$ cat src/rtl/vscr_pkg.sv
// Constants and types shared by the set-point clamp register bank
package vscr_pkg;
	// ------------------------------------------------------------
	// Command codes
	// ------------------------------------------------------------
	localparam logic [7:0] VSCR_CMD_SETPOINT = 8'h21;
	localparam logic [7:0] VSCR_CMD_CEILING = 8'h24;
	localparam logic [7:0] VSCR_CMD_MARGIN_HI = 8'h25;

	// ------------------------------------------------------------
	// Reset values and field layout
	// ------------------------------------------------------------
	localparam logic [7:0] VSCR_CEILING_RST = 8'hff;
	localparam logic [7:0] VSCR_MARGIN_RST = 8'h00;
	localparam logic [7:0] VSCR_RSVD_BYTE = 8'h00;
	localparam logic [7:0] VSCR_SETPOINT_RST = 8'h00;

	// Status bit positions
	localparam int VSCR_SB_OTHER = 0;
	localparam int VSCR_SW_VOUT = 15;
	localparam int VSCR_SV_MAX_WARN = 3;

	// Operation selections
	typedef enum logic [1:0] {
		VSCR_OP_NOMINAL = 2'b00,
		VSCR_OP_MARGIN_HI = 2'b01,
		VSCR_OP_MARGIN_LO = 2'b10
	} vscr_op_t;

	// Register selector shared with the storage module
	typedef enum logic [1:0] {
		VSCR_SEL_NONE = 2'b00,
		VSCR_SEL_SETPOINT = 2'b01,
		VSCR_SEL_CEILING = 2'b10,
		VSCR_SEL_MARGIN = 2'b11
	} vscr_sel_t;
endpackage : vscr_pkg

$ cat src/rtl/vscr_store_if.sv
// Interface between the command decoder and the level storage
`timescale 1ns/1ps
interface vscr_store_if;
	import vscr_pkg::*;
	logic wr_en;
	vscr_sel_t wr_sel;
	logic [7:0] wr_data;
	logic [7:0] setpoint;
	logic [7:0] ceiling;
	logic [7:0] margin_hi;
	logic clamped;

	modport ctrl (
		output wr_en,
		output wr_sel,
		output wr_data,
		input setpoint,
		input ceiling,
		input margin_hi,
		input clamped
	);
	modport store (
		input wr_en,
		input wr_sel,
		input wr_data,
		output setpoint,
		output ceiling,
		output margin_hi,
		output clamped
	);
endinterface : vscr_store_if

$ cat src/rtl/vscr_level_store.sv
// Level storage with ceiling clamp applied on set-point and ceiling writes
`timescale 1ns/1ps
module vscr_level_store (
	// Clock and reset
	input wire logic clk_i,
	input wire logic rst_n_i,
	// Decoder side
	vscr_store_if.store st
);
	import vscr_pkg::*;

	logic [7:0] setpoint_q;
	logic [7:0] ceiling_q;
	logic [7:0] margin_q;
	logic clamped_q;

	assign st.setpoint = setpoint_q;
	assign st.ceiling = ceiling_q;
	assign st.margin_hi = margin_q;
	assign st.clamped = clamped_q;

	// A lowered ceiling also pulls an existing set-point down
	always_ff @(posedge clk_i or negedge rst_n_i) begin
		if (!rst_n_i) begin
			setpoint_q <= VSCR_SETPOINT_RST;
		end else if (st.wr_en && st.wr_sel == VSCR_SEL_SETPOINT) begin
			if (st.wr_data > ceiling_q) begin
				setpoint_q <= ceiling_q; // see RULE_04
			end else begin
				setpoint_q <= st.wr_data;
			end
		end else if (st.wr_en && st.wr_sel == VSCR_SEL_CEILING &&
			setpoint_q > st.wr_data) begin
			setpoint_q <= st.wr_data; // see RULE_01
		end
	end

	always_ff @(posedge clk_i or negedge rst_n_i) begin
		if (!rst_n_i) begin
			ceiling_q <= VSCR_CEILING_RST; // see RULE_11
		end else if (st.wr_en && st.wr_sel == VSCR_SEL_CEILING) begin
			ceiling_q <= st.wr_data;
		end
	end

	always_ff @(posedge clk_i or negedge rst_n_i) begin
		if (!rst_n_i) begin
			margin_q <= VSCR_MARGIN_RST; // see RULE_13
		end else if (st.wr_en && st.wr_sel == VSCR_SEL_MARGIN) begin
			margin_q <= st.wr_data;
		end
	end

	// One-cycle pulse flagging an over-ceiling set-point request
	always_ff @(posedge clk_i or negedge rst_n_i) begin
		if (!rst_n_i) begin
			clamped_q <= 1'b0;
		end else begin
			clamped_q <= st.wr_en && st.wr_sel == VSCR_SEL_SETPOINT &&
				st.wr_data > ceiling_q; // see RULE_03
		end
	end

	chk_ceiling_bound: assert property ( // see RULE_01
		@(posedge clk_i) disable iff (!rst_n_i)
		setpoint_q <= ceiling_q)
		else $error("set-point above ceiling");
endmodule : vscr_level_store

$ cat src/rtl/vscr_regs.sv
// Set-point, ceiling and margin-high register bank with clamp warning
//
// Operation
// RULE_01 - Set-point readable, writable, never above ceiling
// RULE_02 - Ceiling bounds every commanded output level
// RULE_03 - Over-ceiling request is a warning, not fault
// RULE_04 - Over-ceiling request loads ceiling into set-point
// RULE_05 - Over-ceiling sets other bit in status byte
// RULE_06 - Over-ceiling sets output bit in status word
// RULE_07 - Over-ceiling sets max warning in output status
// RULE_08 - Over-ceiling request asserts the bus alert
// RULE_09 - Two bytes, code low, upper byte zero
// RULE_10 - VID protocol from strap or vendor setting
// RULE_11 - Ceiling readable, writable, resets to all ones
// RULE_12 - Margin-high operation drives margin-high level
// RULE_13 - Margin-high readable, writable, resets to zero
// RULE_14 - Set-point write moves the regulated output
// RULE_15 - Upper byte writes ignored, reads return zero
`timescale 1ns/1ps
module vscr_regs (
	// Clock and reset
	input wire logic clk_i,
	input wire logic reset_n_i,
	// Command port from the host interface logic
	input wire logic wr_i,
	input wire logic [7:0] cmd_i,
	input wire logic [15:0] wdata_i,
	output logic [15:0] rdata_o,
	output logic hit_o,
	// Operation state and protocol selection
	input wire vscr_pkg::vscr_op_t op_sel_i,
	input wire logic slew_protocol_strap_i,
	input wire logic vendor_protocol_select_i,
	input wire logic vendor_override_i,
	// Status clear, one input shared by all status groups
	input wire logic clr_status_i,
	// Status and alert
	output logic [7:0] status_byte_o,
	output logic [15:0] status_word_o,
	output logic [7:0] status_vout_o,
	output logic alert_n_o,
	output logic shutdown_o,
	// Regulation target
	output logic [7:0] target_vid_o,
	output logic target_load_o,
	output logic vid_protocol_o
);
	import vscr_pkg::*;

	// ------------------------------------------------------------
	// Reset release
	// ------------------------------------------------------------
	logic rst_s1_q;
	logic rst_n_q;
	always_ff @(posedge clk_i or negedge reset_n_i) begin
		if (!reset_n_i) begin
			rst_s1_q <= 1'b0;
			rst_n_q <= 1'b0;
		end else begin
			rst_s1_q <= 1'b1;
			rst_n_q <= rst_s1_q;
		end
	end

	// ------------------------------------------------------------
	// Command decode
	// ------------------------------------------------------------
	function automatic vscr_sel_t decode_cmd(input logic [7:0] cmd);
		vscr_sel_t sel;
		sel = VSCR_SEL_NONE;
		if (cmd == VSCR_CMD_SETPOINT) begin
			sel = VSCR_SEL_SETPOINT;
		end else if (cmd == VSCR_CMD_CEILING) begin
			sel = VSCR_SEL_CEILING;
		end else if (cmd == VSCR_CMD_MARGIN_HI) begin
			sel = VSCR_SEL_MARGIN;
		end
		return sel;
	endfunction : decode_cmd

	vscr_store_if st_if ();
	vscr_sel_t sel;
	assign sel = decode_cmd(cmd_i);
	assign hit_o = sel != VSCR_SEL_NONE;
	assign st_if.wr_en = wr_i && hit_o;
	assign st_if.wr_sel = sel;
	// Only the low byte is stored; the upper byte is dropped
	assign st_if.wr_data = wdata_i[7:0]; // see RULE_15

	vscr_level_store u_store (
		.clk_i(clk_i),
		.rst_n_i(rst_n_q),
		.st(st_if.store)
	);

	// ------------------------------------------------------------
	// Read data
	// ------------------------------------------------------------
	logic [7:0] rd_low;
	always_comb begin
		rd_low = VSCR_RSVD_BYTE;
		case (sel)
			VSCR_SEL_SETPOINT: rd_low = st_if.setpoint;
			VSCR_SEL_CEILING: rd_low = st_if.ceiling;
			VSCR_SEL_MARGIN: rd_low = st_if.margin_hi;
			default: rd_low = VSCR_RSVD_BYTE;
		endcase
	end

	always_ff @(posedge clk_i or negedge rst_n_q) begin
		if (!rst_n_q) begin
			rdata_o <= {VSCR_RSVD_BYTE, VSCR_RSVD_BYTE};
		end else begin
			rdata_o <= {VSCR_RSVD_BYTE, rd_low}; // see RULE_09
		end
	end

	// ------------------------------------------------------------
	// Warning status; set wins over a same-cycle clear
	// ------------------------------------------------------------
	logic other_q;
	logic vout_sum_q;
	logic max_warn_q;
	always_ff @(posedge clk_i or negedge rst_n_q) begin
		if (!rst_n_q) begin
			other_q <= 1'b0;
		end else if (st_if.clamped) begin
			other_q <= 1'b1; // see RULE_05
		end else if (clr_status_i) begin
			other_q <= 1'b0;
		end
	end

	always_ff @(posedge clk_i or negedge rst_n_q) begin
		if (!rst_n_q) begin
			vout_sum_q <= 1'b0;
		end else if (st_if.clamped) begin
			vout_sum_q <= 1'b1; // see RULE_06
		end else if (clr_status_i) begin
			vout_sum_q <= 1'b0;
		end
	end

	always_ff @(posedge clk_i or negedge rst_n_q) begin
		if (!rst_n_q) begin
			max_warn_q <= 1'b0;
		end else if (st_if.clamped) begin
			max_warn_q <= 1'b1; // see RULE_07
		end else if (clr_status_i) begin
			max_warn_q <= 1'b0;
		end
	end

	always_comb begin
		status_byte_o = '0;
		status_byte_o[VSCR_SB_OTHER] = other_q;
		status_word_o = '0;
		status_word_o[VSCR_SW_VOUT] = vout_sum_q;
		status_word_o[7:0] = status_byte_o;
		status_vout_o = '0;
		status_vout_o[VSCR_SV_MAX_WARN] = max_warn_q;
	end

	// Alert follows any pending warning
	assign alert_n_o = !max_warn_q; // see RULE_08
	// A clamp is only a warning, so this block never shuts down
	assign shutdown_o = 1'b0; // see RULE_03

	// ------------------------------------------------------------
	// Regulation target
	// ------------------------------------------------------------
	logic [7:0] tgt_d;
	logic [7:0] tgt_q;
	always_comb begin
		tgt_d = st_if.setpoint;
		if (op_sel_i == VSCR_OP_MARGIN_HI) begin
			tgt_d = st_if.margin_hi; // see RULE_12
		end
		// Hard bound even in margin states
		if (tgt_d > st_if.ceiling) begin
			tgt_d = st_if.ceiling; // see RULE_02
		end
	end

	always_ff @(posedge clk_i or negedge rst_n_q) begin
		if (!rst_n_q) begin
			tgt_q <= VSCR_SETPOINT_RST;
		end else begin
			tgt_q <= tgt_d;
		end
	end
	assign target_vid_o = tgt_q;

	// Pulses when a new set-point write reaches the store, one cycle before the target
	logic load_q;
	always_ff @(posedge clk_i or negedge rst_n_q) begin
		if (!rst_n_q) begin
			load_q <= 1'b0;
		end else begin
			load_q <= st_if.wr_en && sel == VSCR_SEL_SETPOINT; // see RULE_14
		end
	end
	assign target_load_o = load_q;

	logic proto_q;
	always_ff @(posedge clk_i or negedge rst_n_q) begin
		if (!rst_n_q) begin
			proto_q <= 1'b0;
		end else if (vendor_override_i) begin
			proto_q <= vendor_protocol_select_i; // see RULE_10
		end else begin
			proto_q <= slew_protocol_strap_i; // see RULE_10
		end
	end
	assign vid_protocol_o = proto_q;

	// ------------------------------------------------------------
	// Checks
	// ------------------------------------------------------------
	chk_target_bound: assert property ( // see RULE_02
		@(posedge clk_i) disable iff (!rst_n_q)
		target_vid_o <= st_if.ceiling || $past(wr_i))
		else $error("target above ceiling");
	chk_clamp_load: assert property ( // see RULE_04
		@(posedge clk_i) disable iff (!rst_n_q)
		wr_i && sel == VSCR_SEL_SETPOINT && wdata_i[7:0] > st_if.ceiling
		|=> st_if.setpoint == $past(st_if.ceiling))
		else $error("clamped set-point wrong");
	chk_warn_status: assert property ( // see RULE_05
		@(posedge clk_i) disable iff (!rst_n_q)
		st_if.clamped |=> status_byte_o[VSCR_SB_OTHER] &&
		status_word_o[VSCR_SW_VOUT])
		else $error("status summary not set");
	chk_warn_word: assert property ( // see RULE_06
		@(posedge clk_i) disable iff (!rst_n_q)
		st_if.clamped |=> status_word_o[VSCR_SW_VOUT])
		else $error("status word bit not set");
	chk_warn_vout: assert property ( // see RULE_07
		@(posedge clk_i) disable iff (!rst_n_q)
		st_if.clamped |=> status_vout_o[VSCR_SV_MAX_WARN])
		else $error("max warning not set");
	chk_alert_set: assert property ( // see RULE_08
		@(posedge clk_i) disable iff (!rst_n_q)
		st_if.clamped |=> !alert_n_o ##1 (!alert_n_o || $past(clr_status_i)))
		else $error("alert not asserted");
	chk_alert_clear: assert property ( // see RULE_08
		@(posedge clk_i) disable iff (!rst_n_q)
		clr_status_i && !st_if.clamped |=> alert_n_o)
		else $error("alert not released by clear");
	chk_no_shutdown: assert property ( // see RULE_03
		@(posedge clk_i) disable iff (!rst_n_q)
		st_if.clamped |-> ##[0:2] !shutdown_o)
		else $error("shutdown on warning");
	chk_upper_zero: assert property ( // see RULE_09
		@(posedge clk_i) disable iff (!rst_n_q)
		rdata_o[15:8] == VSCR_RSVD_BYTE)
		else $error("reserved byte nonzero");
	chk_unknown_read: assert property ( // see RULE_09
		@(posedge clk_i) disable iff (!rst_n_q)
		!hit_o |=> rdata_o == {VSCR_RSVD_BYTE, VSCR_RSVD_BYTE})
		else $error("unknown code read nonzero");
	chk_ceiling_write: assert property ( // see RULE_11
		@(posedge clk_i) disable iff (!rst_n_q)
		wr_i && sel == VSCR_SEL_CEILING
		|=> st_if.ceiling == $past(wdata_i[7:0]))
		else $error("ceiling write lost");
	chk_ceiling_read: assert property ( // see RULE_11
		@(posedge clk_i) disable iff (!rst_n_q)
		sel == VSCR_SEL_CEILING
		|=> rdata_o == {VSCR_RSVD_BYTE, $past(st_if.ceiling)})
		else $error("ceiling read wrong");
	chk_margin_write: assert property ( // see RULE_13
		@(posedge clk_i) disable iff (!rst_n_q)
		wr_i && sel == VSCR_SEL_MARGIN
		|=> st_if.margin_hi == $past(wdata_i[7:0]))
		else $error("margin write lost");
	chk_margin_read: assert property ( // see RULE_13
		@(posedge clk_i) disable iff (!rst_n_q)
		sel == VSCR_SEL_MARGIN
		|=> rdata_o == {VSCR_RSVD_BYTE, $past(st_if.margin_hi)})
		else $error("margin read wrong");
	chk_setpoint_write: assert property ( // see RULE_01
		@(posedge clk_i) disable iff (!rst_n_q)
		wr_i && sel == VSCR_SEL_SETPOINT && wdata_i[7:0] <= st_if.ceiling
		|=> st_if.setpoint == $past(wdata_i[7:0]))
		else $error("set-point write lost");
	chk_margin_drive: assert property ( // see RULE_12
		@(posedge clk_i) disable iff (!rst_n_q)
		op_sel_i == VSCR_OP_MARGIN_HI && st_if.margin_hi <= st_if.ceiling
		&& !wr_i |=> target_vid_o == $past(st_if.margin_hi))
		else $error("margin level not driven");
	chk_load_pulse: assert property ( // see RULE_14
		@(posedge clk_i) disable iff (!rst_n_q)
		wr_i && sel == VSCR_SEL_SETPOINT |=> target_load_o ##1
		(!target_load_o || $past(wr_i && sel == VSCR_SEL_SETPOINT)))
		else $error("load pulse missing");
	chk_proto_vendor: assert property ( // see RULE_10
		@(posedge clk_i) disable iff (!rst_n_q)
		vendor_override_i |=> vid_protocol_o == $past(vendor_protocol_select_i))
		else $error("vendor protocol not taken");
	chk_proto_strap: assert property ( // see RULE_10
		@(posedge clk_i) disable iff (!rst_n_q)
		!vendor_override_i |=> vid_protocol_o == $past(slew_protocol_strap_i))
		else $error("strap protocol not taken");

	// ------------------------------------------------------------
	// Coverage
	// ------------------------------------------------------------
	cov_clamp: cover property (@(posedge clk_i) disable iff (!rst_n_q)
		st_if.clamped);
	cov_margin: cover property (@(posedge clk_i) disable iff (!rst_n_q)
		op_sel_i == VSCR_OP_MARGIN_HI ##1 target_vid_o == st_if.margin_hi);
	cov_clear: cover property (@(posedge clk_i) disable iff (!rst_n_q)
		!alert_n_o ##1 clr_status_i ##1 alert_n_o);
	cov_back_to_back: cover property (@(posedge clk_i) disable iff (!rst_n_q)
		st_if.wr_en ##1 st_if.wr_en);
	cov_vendor_proto: cover property (@(posedge clk_i) disable iff (!rst_n_q)
		vendor_override_i ##1 vid_protocol_o != slew_protocol_strap_i);
endmodule : vscr_regs

$ cat config.mk
export PLATFORM = sky130hd
export DESIGN_NAME = vscr_regs
export DESIGN_NICKNAME = d
export VERILOG_FILES = /design/src/rtl/vscr_pkg.sv /design/src/rtl/vscr_store_if.sv /design/src/rtl/vscr_level_store.sv /design/src/rtl/vscr_regs.sv
export SDC_FILE = /design/constraint.sdc
export NUM_CORES = 1
export LEC_CHECK = 0
export ABC_AREA = 1
export ABC_CLOCK_PERIOD_IN_PS = 2000
export BUFFER_PORTS_ARGS = -buffer_cell sky130_fd_sc_hd__buf_2
export CORE_UTILIZATION = 41
export DETAILED_ROUTE_END_ITERATION = 8
export PLACE_DENSITY = 0.62
export SLEW_MARGIN = 20
export SYNTH_ARGS = -nofsm -noshare
export SYNTH_HDL_FRONTEND = slang
export SYNTH_SLANG_ARGS = --single-unit
$ cat constraint.sdc
create_clock -name clk_i -period 2 [get_ports clk_i]
set_input_delay 0.3 -clock clk_i [delete_from_list [all_inputs] [get_ports clk_i]]
set_output_delay 0.3 -clock clk_i [all_outputs]
set_load 0.02 [all_outputs]
Word-level counts from Yosys, hierarchy flattened

Index checks and enable logic that the tools add are counted.

Register bits after elaboration: 46
Input bits: 33
Output and inout bits: 61
Word-level logic and storage cells: 43

Order comparisons: 3
Equal/unequal tests: 7
Mux-type cells: 12
Reductions and logical operators: 10

Operators by type and width:

| operator             | count |
|---|---|
| $mux W8              | 5 |
| $eq A8 B6 Y1 const B | 3 |
| $gt A8 B8 Y1         | 3 |
| $pmux W8 S3          | 1 |
| $logic_and A1 B1 Y1  | 6 |
| $mux W2              | 3 |
| $reduce_bool A2 Y1   | 3 |
| $eq A2 B1 Y1 const B | 2 |
| $eq A2 B2 Y1 const B | 2 |
| $mux W1              | 3 |
| $logic_not A1 Y1     | 1 |

Longest topological paths before layout

Depth in word-level cells: 10
Depth in mapped cells: 14
Mapped depth without buffers: 14

By module

A second synthesis with hierarchy kept.

Cell total of the unflattened synthesis: 378
Area, all modules: 3069.2 µm²

By module, submodules not included:

| module           | times used | cells an instance | area an instance (µm²) | seq. area each (µm²) |
|---|---|---|---|---|
| vscr_regs        | 1          | 190               | 1571.5                 | 525.5 |
| vscr_level_store | 1          | 188               | 1497.7                 | 635.6 |

Worst setup path before layout

No wires, ideal clock.

Path kind: input to register
Start: input op_sel_i[1]
End: register tgt_q[0], in the netlist target_vid_o[0]
Setup time: 118 ps
Arrival: 1939 ps
Required time: 1882 ps
Setup slack: -58 ps
Cell stages on the path: 11
Buffers on the path: 0
Cells stage by stage: inv_1 -> nand2_1 -> mux2_2 -> ha_1 -> nand2_1 -> o21ai_0 -> nand2_1 -> nand3_1 -> nand2_1 -> nand2_1 -> nand2_1

Cells in the longest elaborated chain, start to end: 4

RTL lines:

| what                 | RTL line         | source |
|---|---|---|
| start, declared      | vscr_regs.sv:31  | `input wire vscr_pkg::vscr_op_t op_sel_i,` |
| $eq A2 B1 Y1 *       | vscr_regs.sv:176 | `if (op_sel_i == VSCR_OP_MARGIN_HI) begin` |
| $mux W8 *            | vscr_regs.sv:176 |  |
| $gt A8 B8 Y1         | vscr_regs.sv:180 | `if (tgt_d > st_if.ceiling) begin` |
| $mux W8 *            | vscr_regs.sv:180 |  |
| via tgt_d[0]         | vscr_regs.sv:172 | `logic [7:0] tgt_d;` |
| end signal, assigned | vscr_regs.sv:189 | `tgt_q <= tgt_d;` |
| end, declared        | vscr_regs.sv:173 | `logic [7:0] tgt_q;` |

Mark *: on every way through the listed nets, which the timed path passes. The rest lies on a longest branch.
A chain may end at the register's enable or synchronous reset.

Worst setup path after layout

Start: register u_store.margin_q[7], in the netlist u_store.st.margin_hi[7]
End: register tgt_q[1], in the netlist target_vid_o[1]

Cells in the longest elaborated chain, start to end: 3

RTL lines:

| what                   | RTL line               | source |
|---|---|---|
| start, declared        | vscr_level_store.sv:14 | `logic [7:0] margin_q;` |
| start signal, assigned | vscr_level_store.sv:50 | `margin_q <= st.wr_data;` |
| $mux W8                | vscr_regs.sv:176       |  |
| $gt A8 B8 Y1           | vscr_regs.sv:180       |  |
| $mux W8                | vscr_regs.sv:180       |  |
| via tgt_d[1]           | vscr_regs.sv:172       |  |

The timed path passes the listed nets, and every way through them passes these cells.

==> flow_summary_export.csv <==
group,metric,value,unit
global_route,grt_max_degree,21,
critical_path,path_cells,"mux2_2 -> ha_1 -> nand2_1 -> nor2_1 -> nand4_1 -> buf_6 -> nand3_1 -> nand2_1",
global_route,grt_pass1_wl,11300,um
detailed_routing,wl_met1,3160,um
detailed_routing,route.detailed.drc,0,
floorplanning,die_y,88.8,um
critical_path,critPathLaunchType,"register",
floorplanning,rows,31,
synth,yosysUniqueCellTypes,30,
detailed_routing,wl_per_cell,12.2,um
detailed_routing,viasPerCell,4.60,
critical_path,cp_max_fo,8,
critical_path,startpoint,"u_store.st.margin_hi[7]",
final_layout,drive_above_1_share,0.285,
floorplanning,initial_utilization,0.425,
global_route,grt_pass1_vias,2411,
sta,maxSlewViolCount,0,
critical_path,criticalPathCategory,"reg -> reg",
sta,hold_viol,0,
critical_path,arrival,2.06,ns
synth,yosysWarningCount,0,
sta,max_freq,0.532,GHz
final_layout,final_common_cell,"nand2_1",
final_layout,syn_to_final_growth,17.3,%
final_layout,antenna_cells,0,
placement,placed_cell_area,0.00344,mm2
detailed_routing,vias,2553,
detailed_routing,drt_iter0_drc,98,
synth,synth.largest_area_cell,"dfrtp_1",
clocking,clock_sinks,46,
global_route,antenna_found_initial,0,
power_and_ir_drop,p_leak,2.12,nW
critical_path,crit_slowest_cell,"dfrtp_1",
clocking,clkLatencyLatePin,0.30,ns
clocking,path_clk_slew,0.09,ns
detailed_routing,wl_met3,322,um
detailed_routing,drt_wl_total,6790,um
synth,yosys-top-cells-area,"dfrtp_1 (31%), nand2_1 (15%), buf_4 (10%), ha_1 (9.7%), dfstp_2 (6.8%)",
final_layout,final_cell_mix,"nand2_1 (121), buf_2 (48), conb_1 (38)",
worst_hold_path,holdPathStages,2,
critical_path,rr_startpoint,"u_store.st.margin_hi[7]",
detailed_routing,topRoutingLayerUsed,"met4",
critical_path,crit_path_frequent_cell,"nand2_1",
final_layout,final_cell_area,0.00362,mm2
critical_path,cpPeakStageDelay,0.43,ns
synth,avgSynthCellArea,8.12,um2
detailed_routing,drt_first_pass_iters,4,
detailed_routing,met2_length,3210,um
power_and_ir_drop,ir_drop,259,uV
power_and_ir_drop,pwr_density_cell,589,mW/mm2
power_and_ir_drop,total_power,2.13,mW
sta,finClkSkew,0.0126,ns
global_route,track_usage,0.191,
clocking,cts_root_buf,"clkbuf_8",
floorplanning,dieWidth,88.8,um
final_layout,fill_cells,743,
synth,netlist_instances,380,
final_layout,layout.nets,512,
synth,synth-seq-cells,46,
critical_path,required,2.18,ns
placement,port_buffers,48,
placement,finalWeightedCongestion,0.887,
detailed_routing,ant_nets,0,
clocking,cts_tree,"done",
floorplanning,dieArea,0.00788,mm2
floorplanning,core-area,0.00725,mm2
clocking,cts_max_level,2,
clocking,cts_made_buffers,5,
critical_path,r2r_cells,8,
floorplanning,io_pins,94,
worst_hold_path,hold_path_class,"in -> reg",
outcome,outcome,"complete, no violations",
sta,finalCriticalPeriod,1.88,ns
placement,post-dp-hpwl,5410,um
sta,setup_viol,0,
critical_path,cp-end-kind,"register",
job,max_cap_viol_count,0,
sta,timing.final.crit_share,0.940,
clocking,clk_path_buf_depth,2,
global_route,gr-total-overflow,0,
synth,synth_top_area_frac,0.308,
worst_hold_path,min-delay-start,"clr_status_i",
synth,ys_seq_area_frac,0.376,
synth,synth_area,0.00309,mm2
final timing paths:
kind	to	slack [ns]
worst max-delay path	target_vid_o[1]	0.12
worst min-delay path	max_warn_q	0.17
worst max register to register	target_vid_o[1]	0.12
worst min register to register	target_vid_o[2]	0.23
max in group asynchronous	u_store.st.ceiling[6]	1.15
min in group asynchronous	target_vid_o[2]	0.23
worst max-delay path, delay by kind of cell (launching register included):
kind | cells | cell delay [ns]
fa+ha+maj | 1 | 0.32
simple gates | 5 | 0.52
flops | 1 | 0.43
buf+inv | 1 | 0.18
mux | 1 | 0.31
routing by layer:
layer	vias to the layer above	global-route usage
met4	0	0.0557
met5	-	0
met3	12	0.0354
met2	78	0.321
li1	1289	-
met1	1174	0.251
logic make-up after synthesis:
kind of cell	synth area share
multiplexers	0.0292
flip-flops	0.376
buffers and inverters	0.155
other	0.00243
AO/OA/AOI/OAI	0.0714
AND/OR/NAND/NOR	0.268
adder cells (fa/ha/maj)	0.0973
power by group:
group / total, mW / switching, mW / internal, mW
Clock: 0.719 / 0.312 / 0.408
Sequential: 1.01 / 0.0316 / 0.977
Combinational: 0.402 / 0.261 / 0.141
final cells by class:
type	count	area, um2	area share
Inverter	41	154	0.0425
Multi-Input combinational cell	287	1620	0.447
Tap cell	99	124	0.0342
Timing Repair Buffer	74	445	0.123
Sequential cell	46	1160	0.321
Clock buffer	7	86.3	0.0239
Clock inverter	1	30.0	0.00830
state kept, by name, indices dropped and copies added (netlist names), 8 cells and up:
signal,flops
u_store.st.setpoint,8
u_store.st.margin_hi,8
target_vid_o,8
u_store.st.ceiling,8
rdata_o,8
through the flow:
stage / setup TNS (ns) / util / setup WS, ns / cells / hold slack [ns]
CTS: 0 / 0.492 / 0.0363 / 553 / 0.159
floorplan: 0 / - / 0.0228 / 416 / 0.00441
detailed placement: -1.69 / 0.475 / -0.227 / 544 / 0.0876
global placement: -1.04 / 0.475 / -0.150 / 544 / 0.0852
finish: 0 / 0.499 / 0.119 / 555 / 0.165
global route: -0.0114 / 0.499 / -0.00896 / 555 / 0.165
repair_timing:
item,CTS,global route
gates resized for setup,0,11
setup buffers,0,1
hold buffers,1,0
setup endpoints to repair,0,16
hold endpoints to repair,2,0
cell usage after synthesis:
master	n
a21oi_1	10
nand3_2	1
o21ai_2	8
mux2_2	8
nor2_4	3
nand3b_1	1
buf_4	41
buf_2	1
inv_2	2
ha_1	24
buf_6	1
nor3_4	1
dfrtp_1	38
nand2_1	123
nand3_4	2
nor3_1	3
o21a_1	1
o21ai_0	11
conb_1	2
o21bai_1	1
nor2_1	7
dfstp_2	8
inv_1	39
nand3_1	30
a21o_1	1
nand4_1	3
nand2_4	2
nor2_2	1
nand2_2	4
o211ai_1	3
(Power assumes the default switching activity.)
